--- src/logic/gpa_pkg.sv ---
// Purpose: Constants for the port A pin control and pin interrupt block.
// Assumes: Byte-wide registers on a plain strobe port, one clock, active-low reset.
// Notes: Offsets are register indices on the local port.
//
// Operation
// - Set pull bit enables pin pull device.
// - Output pins keep pull device disabled.
// - Slew bit enables slew control on outputs.
// - Drive bit selects high or low drive.
// - Bits 7 to 4 unimplemented, ignored.
// - Hardware sets read-only interrupt flag bit 3.
// - Acknowledge write clears flag, reads zero.
// - Interrupt enable gates the request.
// - Mode bit: edges only or edges and levels.
// - Pin select bit makes pin a source.
// - Polarity bit picks pull direction and edge.
// - Level mode clear only when pins deasserted.
// - Direction bit one enables output driver.

package gpa_pkg;

   localparam int GPA_NPIN = 4;
   localparam int GPA_AW = 4;
   localparam int GPA_DW = 8;

   // ------------------------------------------------------------
   // Register offsets.
   // ------------------------------------------------------------
   localparam logic [3:0] GPA_OFF_DATA = 4'h0;
   localparam logic [3:0] GPA_OFF_DIR = 4'h1;
   localparam logic [3:0] GPA_OFF_PULL = 4'h2;
   localparam logic [3:0] GPA_OFF_SLEW = 4'h3;
   localparam logic [3:0] GPA_OFF_DRIVE = 4'h4;
   localparam logic [3:0] GPA_OFF_SC = 4'h5;
   localparam logic [3:0] GPA_OFF_PSEL = 4'h6;
   localparam logic [3:0] GPA_OFF_POL = 4'h7;
   localparam logic [3:0] GPA_OFF_IST = 4'h8;
   localparam logic [3:0] GPA_OFF_IMSK = 4'h9;

   // ------------------------------------------------------------
   // Field positions of the status and control register.
   // ------------------------------------------------------------
   localparam int GPA_SC_FLAG = 3;
   localparam int GPA_SC_ACK = 2;
   localparam int GPA_SC_IE = 1;
   localparam int GPA_SC_MOD = 0;

   // ------------------------------------------------------------
   // Field positions of the sticky event status register.
   // ------------------------------------------------------------
   localparam int GPA_EV_DETECT = 0;
   localparam int GPA_EV_ACKFAIL = 1;
   localparam int GPA_NEV = 2;

   // ------------------------------------------------------------
   // Reset values.
   // ------------------------------------------------------------
   localparam logic [3:0] GPA_RST_PIN = 4'h0;
   localparam logic [1:0] GPA_RST_EV = 2'h0;
   localparam logic [7:0] GPA_RD_ZERO = 8'h00;

endpackage

--- src/logic/gpa_port.sv ---
// Purpose: Port A pin control registers and pin interrupt logic.
// Assumes: Plain register port, read data one cycle after the read strobe.
// Notes: Pad controls are registered outputs.
//
// Chosen here: the plain strobed port and the register addresses.

`timescale 1ns/1ps
`default_nettype none

module gpa_port
   import gpa_pkg::*;
#(
   parameter int NPIN = gpa_pkg::GPA_NPIN
) (
   // Clock and reset.
   input wire logic mclk_i,
   input wire logic resetn_i,
   // Register port.
   input wire logic [gpa_pkg::GPA_AW-1:0] addr_i,
   input wire logic [gpa_pkg::GPA_DW-1:0] wdata_i,
   input wire logic wr_i,
   input wire logic rd_i,
   output logic [gpa_pkg::GPA_DW-1:0] rdata_o,
   // Pins.
   input wire logic [NPIN-1:0] pin_in_i,
   output logic [NPIN-1:0] pin_out_o,
   output logic [NPIN-1:0] pin_oe_o,
   output logic [NPIN-1:0] pull_en_o,
   output logic [NPIN-1:0] pull_up_o,
   output logic [NPIN-1:0] slew_en_o,
   output logic [NPIN-1:0] drive_high_o,
   // Interrupts.
   output logic pin_irq_o,
   output logic irq_o
);

   import gpa_pkg::*;

   if (NPIN != GPA_NPIN) begin : gen_npin_check
      $error("Only four pins are supported.");
   end

   // ------------------------------------------------------------
   // Register storage.
   // ------------------------------------------------------------
   logic [NPIN-1:0] data_bits;
   logic [NPIN-1:0] direction_bits;
   logic [NPIN-1:0] pull_enable_bits;
   logic [NPIN-1:0] slew_enable_bits;
   logic [NPIN-1:0] drive_strength_bits;
   logic [NPIN-1:0] irq_pin_select_bits;
   logic [NPIN-1:0] edge_polarity_select_bits;
   logic pin_irq_flag;
   logic pin_irq_request_enable;
   logic detect_mode_select;
   logic [GPA_NEV-1:0] ev_status;
   logic [GPA_NEV-1:0] ev_mask;

   // ------------------------------------------------------------
   // Write decode.
   // ------------------------------------------------------------
   function automatic logic hit(input logic [GPA_AW-1:0] a, input logic [GPA_AW-1:0] off);
      hit = (a == off);
   endfunction

   wire wr_data = wr_i && hit(addr_i, GPA_OFF_DATA);
   wire wr_dir = wr_i && hit(addr_i, GPA_OFF_DIR);
   wire wr_pull = wr_i && hit(addr_i, GPA_OFF_PULL);
   wire wr_slew = wr_i && hit(addr_i, GPA_OFF_SLEW);
   wire wr_drive = wr_i && hit(addr_i, GPA_OFF_DRIVE);
   wire wr_sc = wr_i && hit(addr_i, GPA_OFF_SC);
   wire wr_psel = wr_i && hit(addr_i, GPA_OFF_PSEL);
   wire wr_pol = wr_i && hit(addr_i, GPA_OFF_POL);
   wire wr_ist = wr_i && hit(addr_i, GPA_OFF_IST);
   wire wr_imsk = wr_i && hit(addr_i, GPA_OFF_IMSK);
   wire [NPIN-1:0] wlow = wdata_i[NPIN-1:0];

   // ------------------------------------------------------------
   // Pin detection.
   // ------------------------------------------------------------
   logic [NPIN-1:0] pin_edge;
   logic [NPIN-1:0] pin_level;
   logic [NPIN-1:0] pin_sync;

   gpa_pin_detect #(
      .NPIN(NPIN)
   ) u_detect (
      .mclk_i(mclk_i),
      .resetn_i(resetn_i),
      .pin_i(pin_in_i),
      .polarity_i(edge_polarity_select_bits),
      .enable_i(irq_pin_select_bits),
      .edge_o(pin_edge),
      .level_o(pin_level)
   );

   // Second synchroniser for the data readback of input pins.
   logic [NPIN-1:0] rd_sync1;
   always_ff @(posedge mclk_i or negedge resetn_i) begin
      if (!resetn_i) begin
         rd_sync1 <= GPA_RST_PIN;
         pin_sync <= GPA_RST_PIN;
      end else begin
         rd_sync1 <= pin_in_i;
         pin_sync <= rd_sync1;
      end
   end

   // ------------------------------------------------------------
   // Interrupt flag logic.
   // ------------------------------------------------------------
   wire any_edge = |pin_edge;
   wire any_level = |pin_level;
   wire detect = any_edge || (detect_mode_select && any_level);
   wire ack = wr_sc && wdata_i[GPA_SC_ACK];
   wire ack_blocked = detect_mode_select && any_level;
   wire next_flag = detect ? 1'b1 : ((ack && !ack_blocked) ? 1'b0 : pin_irq_flag);
   wire ack_fail = ack && ack_blocked;

   always_ff @(posedge mclk_i or negedge resetn_i) begin
      if (!resetn_i) begin
         pin_irq_flag <= 1'b0;
         pin_irq_request_enable <= 1'b0;
         detect_mode_select <= 1'b0;
      end else begin
         pin_irq_flag <= next_flag;
         if (wr_sc) begin
            pin_irq_request_enable <= wdata_i[GPA_SC_IE];
            detect_mode_select <= wdata_i[GPA_SC_MOD];
         end
      end
   end

   // ------------------------------------------------------------
   // Sticky event status with mask.
   // ------------------------------------------------------------
   wire [GPA_NEV-1:0] ev_set = {ack_fail, detect};
   wire [GPA_NEV-1:0] ev_clr = wr_ist ? wdata_i[GPA_NEV-1:0] : GPA_RST_EV;
   wire [GPA_NEV-1:0] next_ev = ev_set | (ev_status & ~ev_clr);

   always_ff @(posedge mclk_i or negedge resetn_i) begin
      if (!resetn_i) begin
         ev_status <= GPA_RST_EV;
         ev_mask <= GPA_RST_EV;
      end else begin
         ev_status <= next_ev;
         if (wr_imsk) begin
            ev_mask <= wdata_i[GPA_NEV-1:0];
         end
      end
   end

   // ------------------------------------------------------------
   // Control registers.
   // ------------------------------------------------------------
   always_ff @(posedge mclk_i or negedge resetn_i) begin
      if (!resetn_i) begin
         data_bits <= GPA_RST_PIN;
         direction_bits <= GPA_RST_PIN;
         pull_enable_bits <= GPA_RST_PIN;
         slew_enable_bits <= GPA_RST_PIN;
         drive_strength_bits <= GPA_RST_PIN;
         irq_pin_select_bits <= GPA_RST_PIN;
         edge_polarity_select_bits <= GPA_RST_PIN;
      end else begin
         if (wr_data) begin
            data_bits <= wlow;
         end
         if (wr_dir) begin
            direction_bits <= wlow;
         end
         if (wr_pull) begin
            pull_enable_bits <= wlow;
         end
         if (wr_slew) begin
            slew_enable_bits <= wlow;
         end
         if (wr_drive) begin
            drive_strength_bits <= wlow;
         end
         if (wr_psel) begin
            irq_pin_select_bits <= wlow;
         end
         if (wr_pol) begin
            edge_polarity_select_bits <= wlow;
         end
      end
   end

   // ------------------------------------------------------------
   // Pad control outputs.
   // ------------------------------------------------------------
   wire [NPIN-1:0] next_oe = direction_bits;
   wire [NPIN-1:0] next_pull = pull_enable_bits & ~direction_bits;
   wire [NPIN-1:0] next_pull_up = ~edge_polarity_select_bits;
   wire [NPIN-1:0] next_slew = slew_enable_bits & direction_bits;
   wire [NPIN-1:0] next_drive = drive_strength_bits & direction_bits;
   wire next_pin_irq = pin_irq_flag && pin_irq_request_enable;
   wire next_irq = |(ev_status & ev_mask);

   always_ff @(posedge mclk_i or negedge resetn_i) begin
      if (!resetn_i) begin
         pin_out_o <= GPA_RST_PIN;
         pin_oe_o <= GPA_RST_PIN;
         pull_en_o <= GPA_RST_PIN;
         pull_up_o <= GPA_RST_PIN;
         slew_en_o <= GPA_RST_PIN;
         drive_high_o <= GPA_RST_PIN;
         pin_irq_o <= 1'b0;
         irq_o <= 1'b0;
      end else begin
         pin_out_o <= data_bits;
         pin_oe_o <= next_oe;
         pull_en_o <= next_pull;
         pull_up_o <= next_pull_up;
         slew_en_o <= next_slew;
         drive_high_o <= next_drive;
         pin_irq_o <= next_pin_irq;
         irq_o <= next_irq;
      end
   end

   // ------------------------------------------------------------
   // Read multiplexer.
   // ------------------------------------------------------------
   wire [NPIN-1:0] data_rd = (direction_bits & data_bits) | (~direction_bits & pin_sync);
   wire [GPA_DW-1:0] sc_rd = {4'h0, pin_irq_flag, 1'b0, pin_irq_request_enable,
                              detect_mode_select};
   wire [GPA_DW-1:0] rd_sel =
      hit(addr_i, GPA_OFF_DATA) ? {4'h0, data_rd} :
      hit(addr_i, GPA_OFF_DIR) ? {4'h0, direction_bits} :
      hit(addr_i, GPA_OFF_PULL) ? {4'h0, pull_enable_bits} :
      hit(addr_i, GPA_OFF_SLEW) ? {4'h0, slew_enable_bits} :
      hit(addr_i, GPA_OFF_DRIVE) ? {4'h0, drive_strength_bits} :
      hit(addr_i, GPA_OFF_SC) ? sc_rd :
      hit(addr_i, GPA_OFF_PSEL) ? {4'h0, irq_pin_select_bits} :
      hit(addr_i, GPA_OFF_POL) ? {4'h0, edge_polarity_select_bits} :
      hit(addr_i, GPA_OFF_IST) ? {6'h00, ev_status} :
      hit(addr_i, GPA_OFF_IMSK) ? {6'h00, ev_mask} :
      GPA_RD_ZERO;

   always_ff @(posedge mclk_i or negedge resetn_i) begin
      if (!resetn_i) begin
         rdata_o <= GPA_RD_ZERO;
      end else begin
         rdata_o <= rd_i ? rd_sel : GPA_RD_ZERO;
      end
   end

endmodule

`default_nettype wire

--- src/logic/gpa_pin_detect.sv ---
// Purpose: Synchronises the pins and finds active edges and levels.
// Assumes: Pins are asynchronous to mclk_i.
// Notes: Pulses are one cycle wide.

`timescale 1ns/1ps
`default_nettype none

module gpa_pin_detect #(
   parameter int NPIN = 4
) (
   // Clock and reset.
   input wire logic mclk_i,
   input wire logic resetn_i,
   // Pins and controls.
   input wire logic [NPIN-1:0] pin_i,
   input wire logic [NPIN-1:0] polarity_i,
   input wire logic [NPIN-1:0] enable_i,
   // Detection results.
   output logic [NPIN-1:0] edge_o,
   output logic [NPIN-1:0] level_o
);

   logic [NPIN-1:0] sync1;
   logic [NPIN-1:0] sync2;
   logic [NPIN-1:0] prev_act;
   wire [NPIN-1:0] act = ~(sync2 ^ polarity_i);

   if (NPIN < 1 || NPIN > 8) begin : gen_npin_check
      $error("NPIN must be 1 to 8.");
   end

   // ------------------------------------------------------------
   // Two-stage synchroniser and edge memory.
   // ------------------------------------------------------------
   always_ff @(posedge mclk_i or negedge resetn_i) begin
      if (!resetn_i) begin
         sync1 <= '0;
         sync2 <= '0;
         // Matches act just after reset, when sync2 and polarity_i are zero, so no false edge follows it.
         prev_act <= '1;
      end else begin
         sync1 <= pin_i;
         sync2 <= sync1;
         prev_act <= act;
      end
   end

   assign edge_o = act & ~prev_act & enable_i;
   assign level_o = act & enable_i;

endmodule

`default_nettype wire

--- config.mk ---
export PLATFORM = sky130hd
export DESIGN_NAME = gpa_port
export DESIGN_NICKNAME = d
export VERILOG_FILES = /design/src/logic/gpa_pkg.sv /design/src/logic/gpa_port.sv /design/src/logic/gpa_pin_detect.sv
export SDC_FILE = /design/constraint.sdc
export NUM_CORES = 1
export LEC_CHECK = 0
export BUFFER_PORTS_ARGS = -buffer_cell sky130_fd_sc_hd__buf_2
export CORE_UTILIZATION = 33
export CTS_BUF_LIST = sky130_fd_sc_hd__clkbuf_8
export CTS_CLUSTER_SIZE = 20
export DETAILED_ROUTE_END_ITERATION = 6
export GPL_TIMING_DRIVEN = 0
export PLACE_DENSITY = 0.57
export REMOVE_ABC_BUFFERS = 1
export SYNTH_ARGS = -nofsm -noshare
export SYNTH_HDL_FRONTEND = slang
export SYNTH_SLANG_ARGS = --single-unit
--- constraint.sdc ---
create_clock -name mclk_i -period 1.18 [get_ports mclk_i]
set_input_delay 0 -clock mclk_i [delete_from_list [all_inputs] [get_ports mclk_i]]
set_output_delay 0 -clock mclk_i [all_outputs]
set_load 0.01 [all_outputs]
==> results.toml <==
[critical_path]
critPathMaxFanout = 3
reg2reg_to = "rdata_o[0]"
r2r_start = "direction_bits[0]"
startpoint_type = "register"
critical_path_class = "register to register"
cp.required_ns = 1.42
reg2reg_slack_ns = -0.05
cp-end-kind = "register"
cp.arrival_ns = 1.47
crit_start = "direction_bits[0]"
r2r.worst_path.cells = 3

[finish]
utilization = 0.440
n_antenna_cell = 0
drive_gt1_frac = 0.407
finish.net_count = 342
area_growth_syn_to_layout_pct = 29.3
stdcell_count = 438

[grt]
grt_pass1_vias = 2110
grt_max_degree = 42
grt_pass1_wl_mm = 11.6
grt_antenna_before_repair = 0
grt.overflow.total = 0
grt_usage = 0.158

[yosys]
synth_area_sq_mm = 0.00313
ys_async_sr_fraction = 1.00
ys_seq_area_frac = 0.617
synthCells = 250
synth_seq_cells = 77
synthTopCellsByCount = "dfrtp_1 (73), mux2_2 (28), inv_1 (13)"
yosys.area_share.simple = 0.134
synthAdderAreaFrac = 0
synth_area_per_cell_sq_um = 12.5
synth_edf_count = 0
synth_most_common_cell = "dfrtp_1"
synth_top_area_frac = 0.583
synthXorXnorAreaFrac = 0.0112
synth_cell_types = 48
synth_top_flop_cell = "dfrtp_1"
yosys.area.top_type = "dfrtp_1"
synth-compound-area-share = 0.0835
yosysWarnings = 0
synth.area.top_cells = "dfrtp_1 (58%), mux2_2 (10%), dfstp_2 (3.4%)"
synth_top_family_by_area = "simple AND/OR/NAND/NOR gates"
synthMuxAreaShare = 0.110

[floorplanning]
die_w_microns = 99.4
start_util = 0.341
dieArea_sq_mm = 0.00988
fp-row-count = 35
die_h_microns = 99.4
coreArea_sq_mm = 0.00920
pin_count = 54

[sta]
holdWs_ns = 0.0259
clock_skew_ns = 0.0121
setup_ws_ns = -0.0516
finalHoldViolCount = 0
slew_violations = 0
fmaxAchievable_ghz = 0.812
setup-violations-final = 3
min_period_over_period = 1.04
post-route-min-period_ns = 1.23
tns_ns = -0.0641
rsz0062_at_grt = "true"

[detailed_routing]
wire_per_inst_microns = 15.9
routed_via_density = 4.82
vias = 2113
routed_wl_mm = 6.95
dr.pass1.iters = 4
ant_nets = 0
drc = 0
drtIter0Drc = 121

[power]
cellPowerDensity_mw_per_mm2 = 1900
leakage_nw = 1.90
peakVddDrop_mv = 0.746

[hold_path]
min-delay-start = "wdata_i[2]"
min_path_type = "input port to register"
holdPathStages = 2
hold-path-endpoint = "pull_enable_bits[2]"

[outcome]
violations = "negative setup slack"
status = "finished, violations left"

[placed_design]
dp_hpwl_mm = 4.53
dpl.cell_count = 396
port_buffers = 45
gp_congestion = 0.800

[clock_network]
cts_tree = "done"
insertion_delay_ns = 0.35
root_buffer = "clkbuf_8"
cts_sinks = 77
htreeDepth = 3
cts_buffers = 9
clock_path_buffers = 2
path_clk_slew_ns = 0.08

[job]
max_cap_viol_count = 0
[layout make-up]
cell class | count | area (sq um)
timing repair buffer | 72 | 473
sequential | 77 | 1940
clock inverter | 7 | 163
tap | 111 | 139
fill | 884 | 5150
clock buffer | 9 | 124
multi-input combinational | 149 | 1170
inverter | 13 | 48.8
[logic make-up (layout without fill, tap and decap cells)]
logic type,Yosys count,count (layout)
DFF,77,77
AOI/OAI and AO/OA,38,38
other,1,4
xor gates and xnor gates,4,4
and+or+nand+nor,72,72
buffers and inverters,27,101
muxes,31,31
[layout by cell type, fill, tap and decap left out, types with 9 or more instances in the layout]
| cell | count |
|---|---|
| and2_1 | 9 |
| buf_2 | 43 |
| buf_4 | 17 |
| clkbuf_8 | 9 |
| dfrtp_1 | 70 |
| inv_1 | 14 |
| mux2_2 | 28 |
| nand2_1 | 10 |
| nand3_1 | 9 |
| nor2_1 | 9 |
[repair_timing]
| item | in CTS | in global routing |
|---|---|---|
| setup endpoints to repair | 20 | 15 |
| endpoints found under the hold margin | 52 | 0 |
| pin swaps | 11 | 5 |
| buffers inserted | 16 | 2 |
| resized for setup | 20 | 6 |
| cloned | 0 | 0 |
| hold buffers | 8 | 0 |
[through the flow]
stage / setup WS [ns] / total power, mW / area [sq um]
2_1_floorplan: -0.126 / 4.15 / 3060
3_3_place_gp: -0.574 / 4.65 / 3420
3_5_place_dp: -0.570 / 4.69 / 3440
4_1_cts: -0.0484 / 7.76 / 4010
5_1_grt: -0.0858 / 8.15 / 4050
6_report: -0.0516 / 7.71 / 4050
[worst max path at each step]
| stage | cells after the start | slack [ns] | end |
|---|---|---|---|
| 2_1_floorplan | 4 | -0.13 | rdata_o[0] |
| 3_3_place_gp | 5 | -0.57 | edge_polarity_select_bits[1] |
| 3_5_place_dp | 5 | -0.57 | edge_polarity_select_bits[1] |
| 4_1_cts | 3 | -0.05 | rdata_o[0] |
| 5_1_grt | 4 | -0.09 | rdata_o[0] |
| 6_report | 3 | -0.05 | rdata_o[0] |
[power by group]
part | total [mW] | leakage (nW) | internal [mW] | switching (mW)
Sequential | 3.47 | 0.939 | 3.18 | 0.297
Clock | 2.78 | 0.145 | 1.83 | 0.947
Combinational | 1.46 | 0.813 | 0.772 | 0.691
[critical path: stages, from the launching register on]
cell     delay, ns
dfrtp_2       0.43
buf_6         0.13
o221a_4       0.21
o311a_1       0.35
[per-layer routing]
layer / wire, microns / track usage
met5: 0 / 0
met2: 3420 / 0.249
met4: 74 / 0.0486
met3: 286 / 0.0478
met1: 3170 / 0.208
Power figures use the tool's default switching activity.
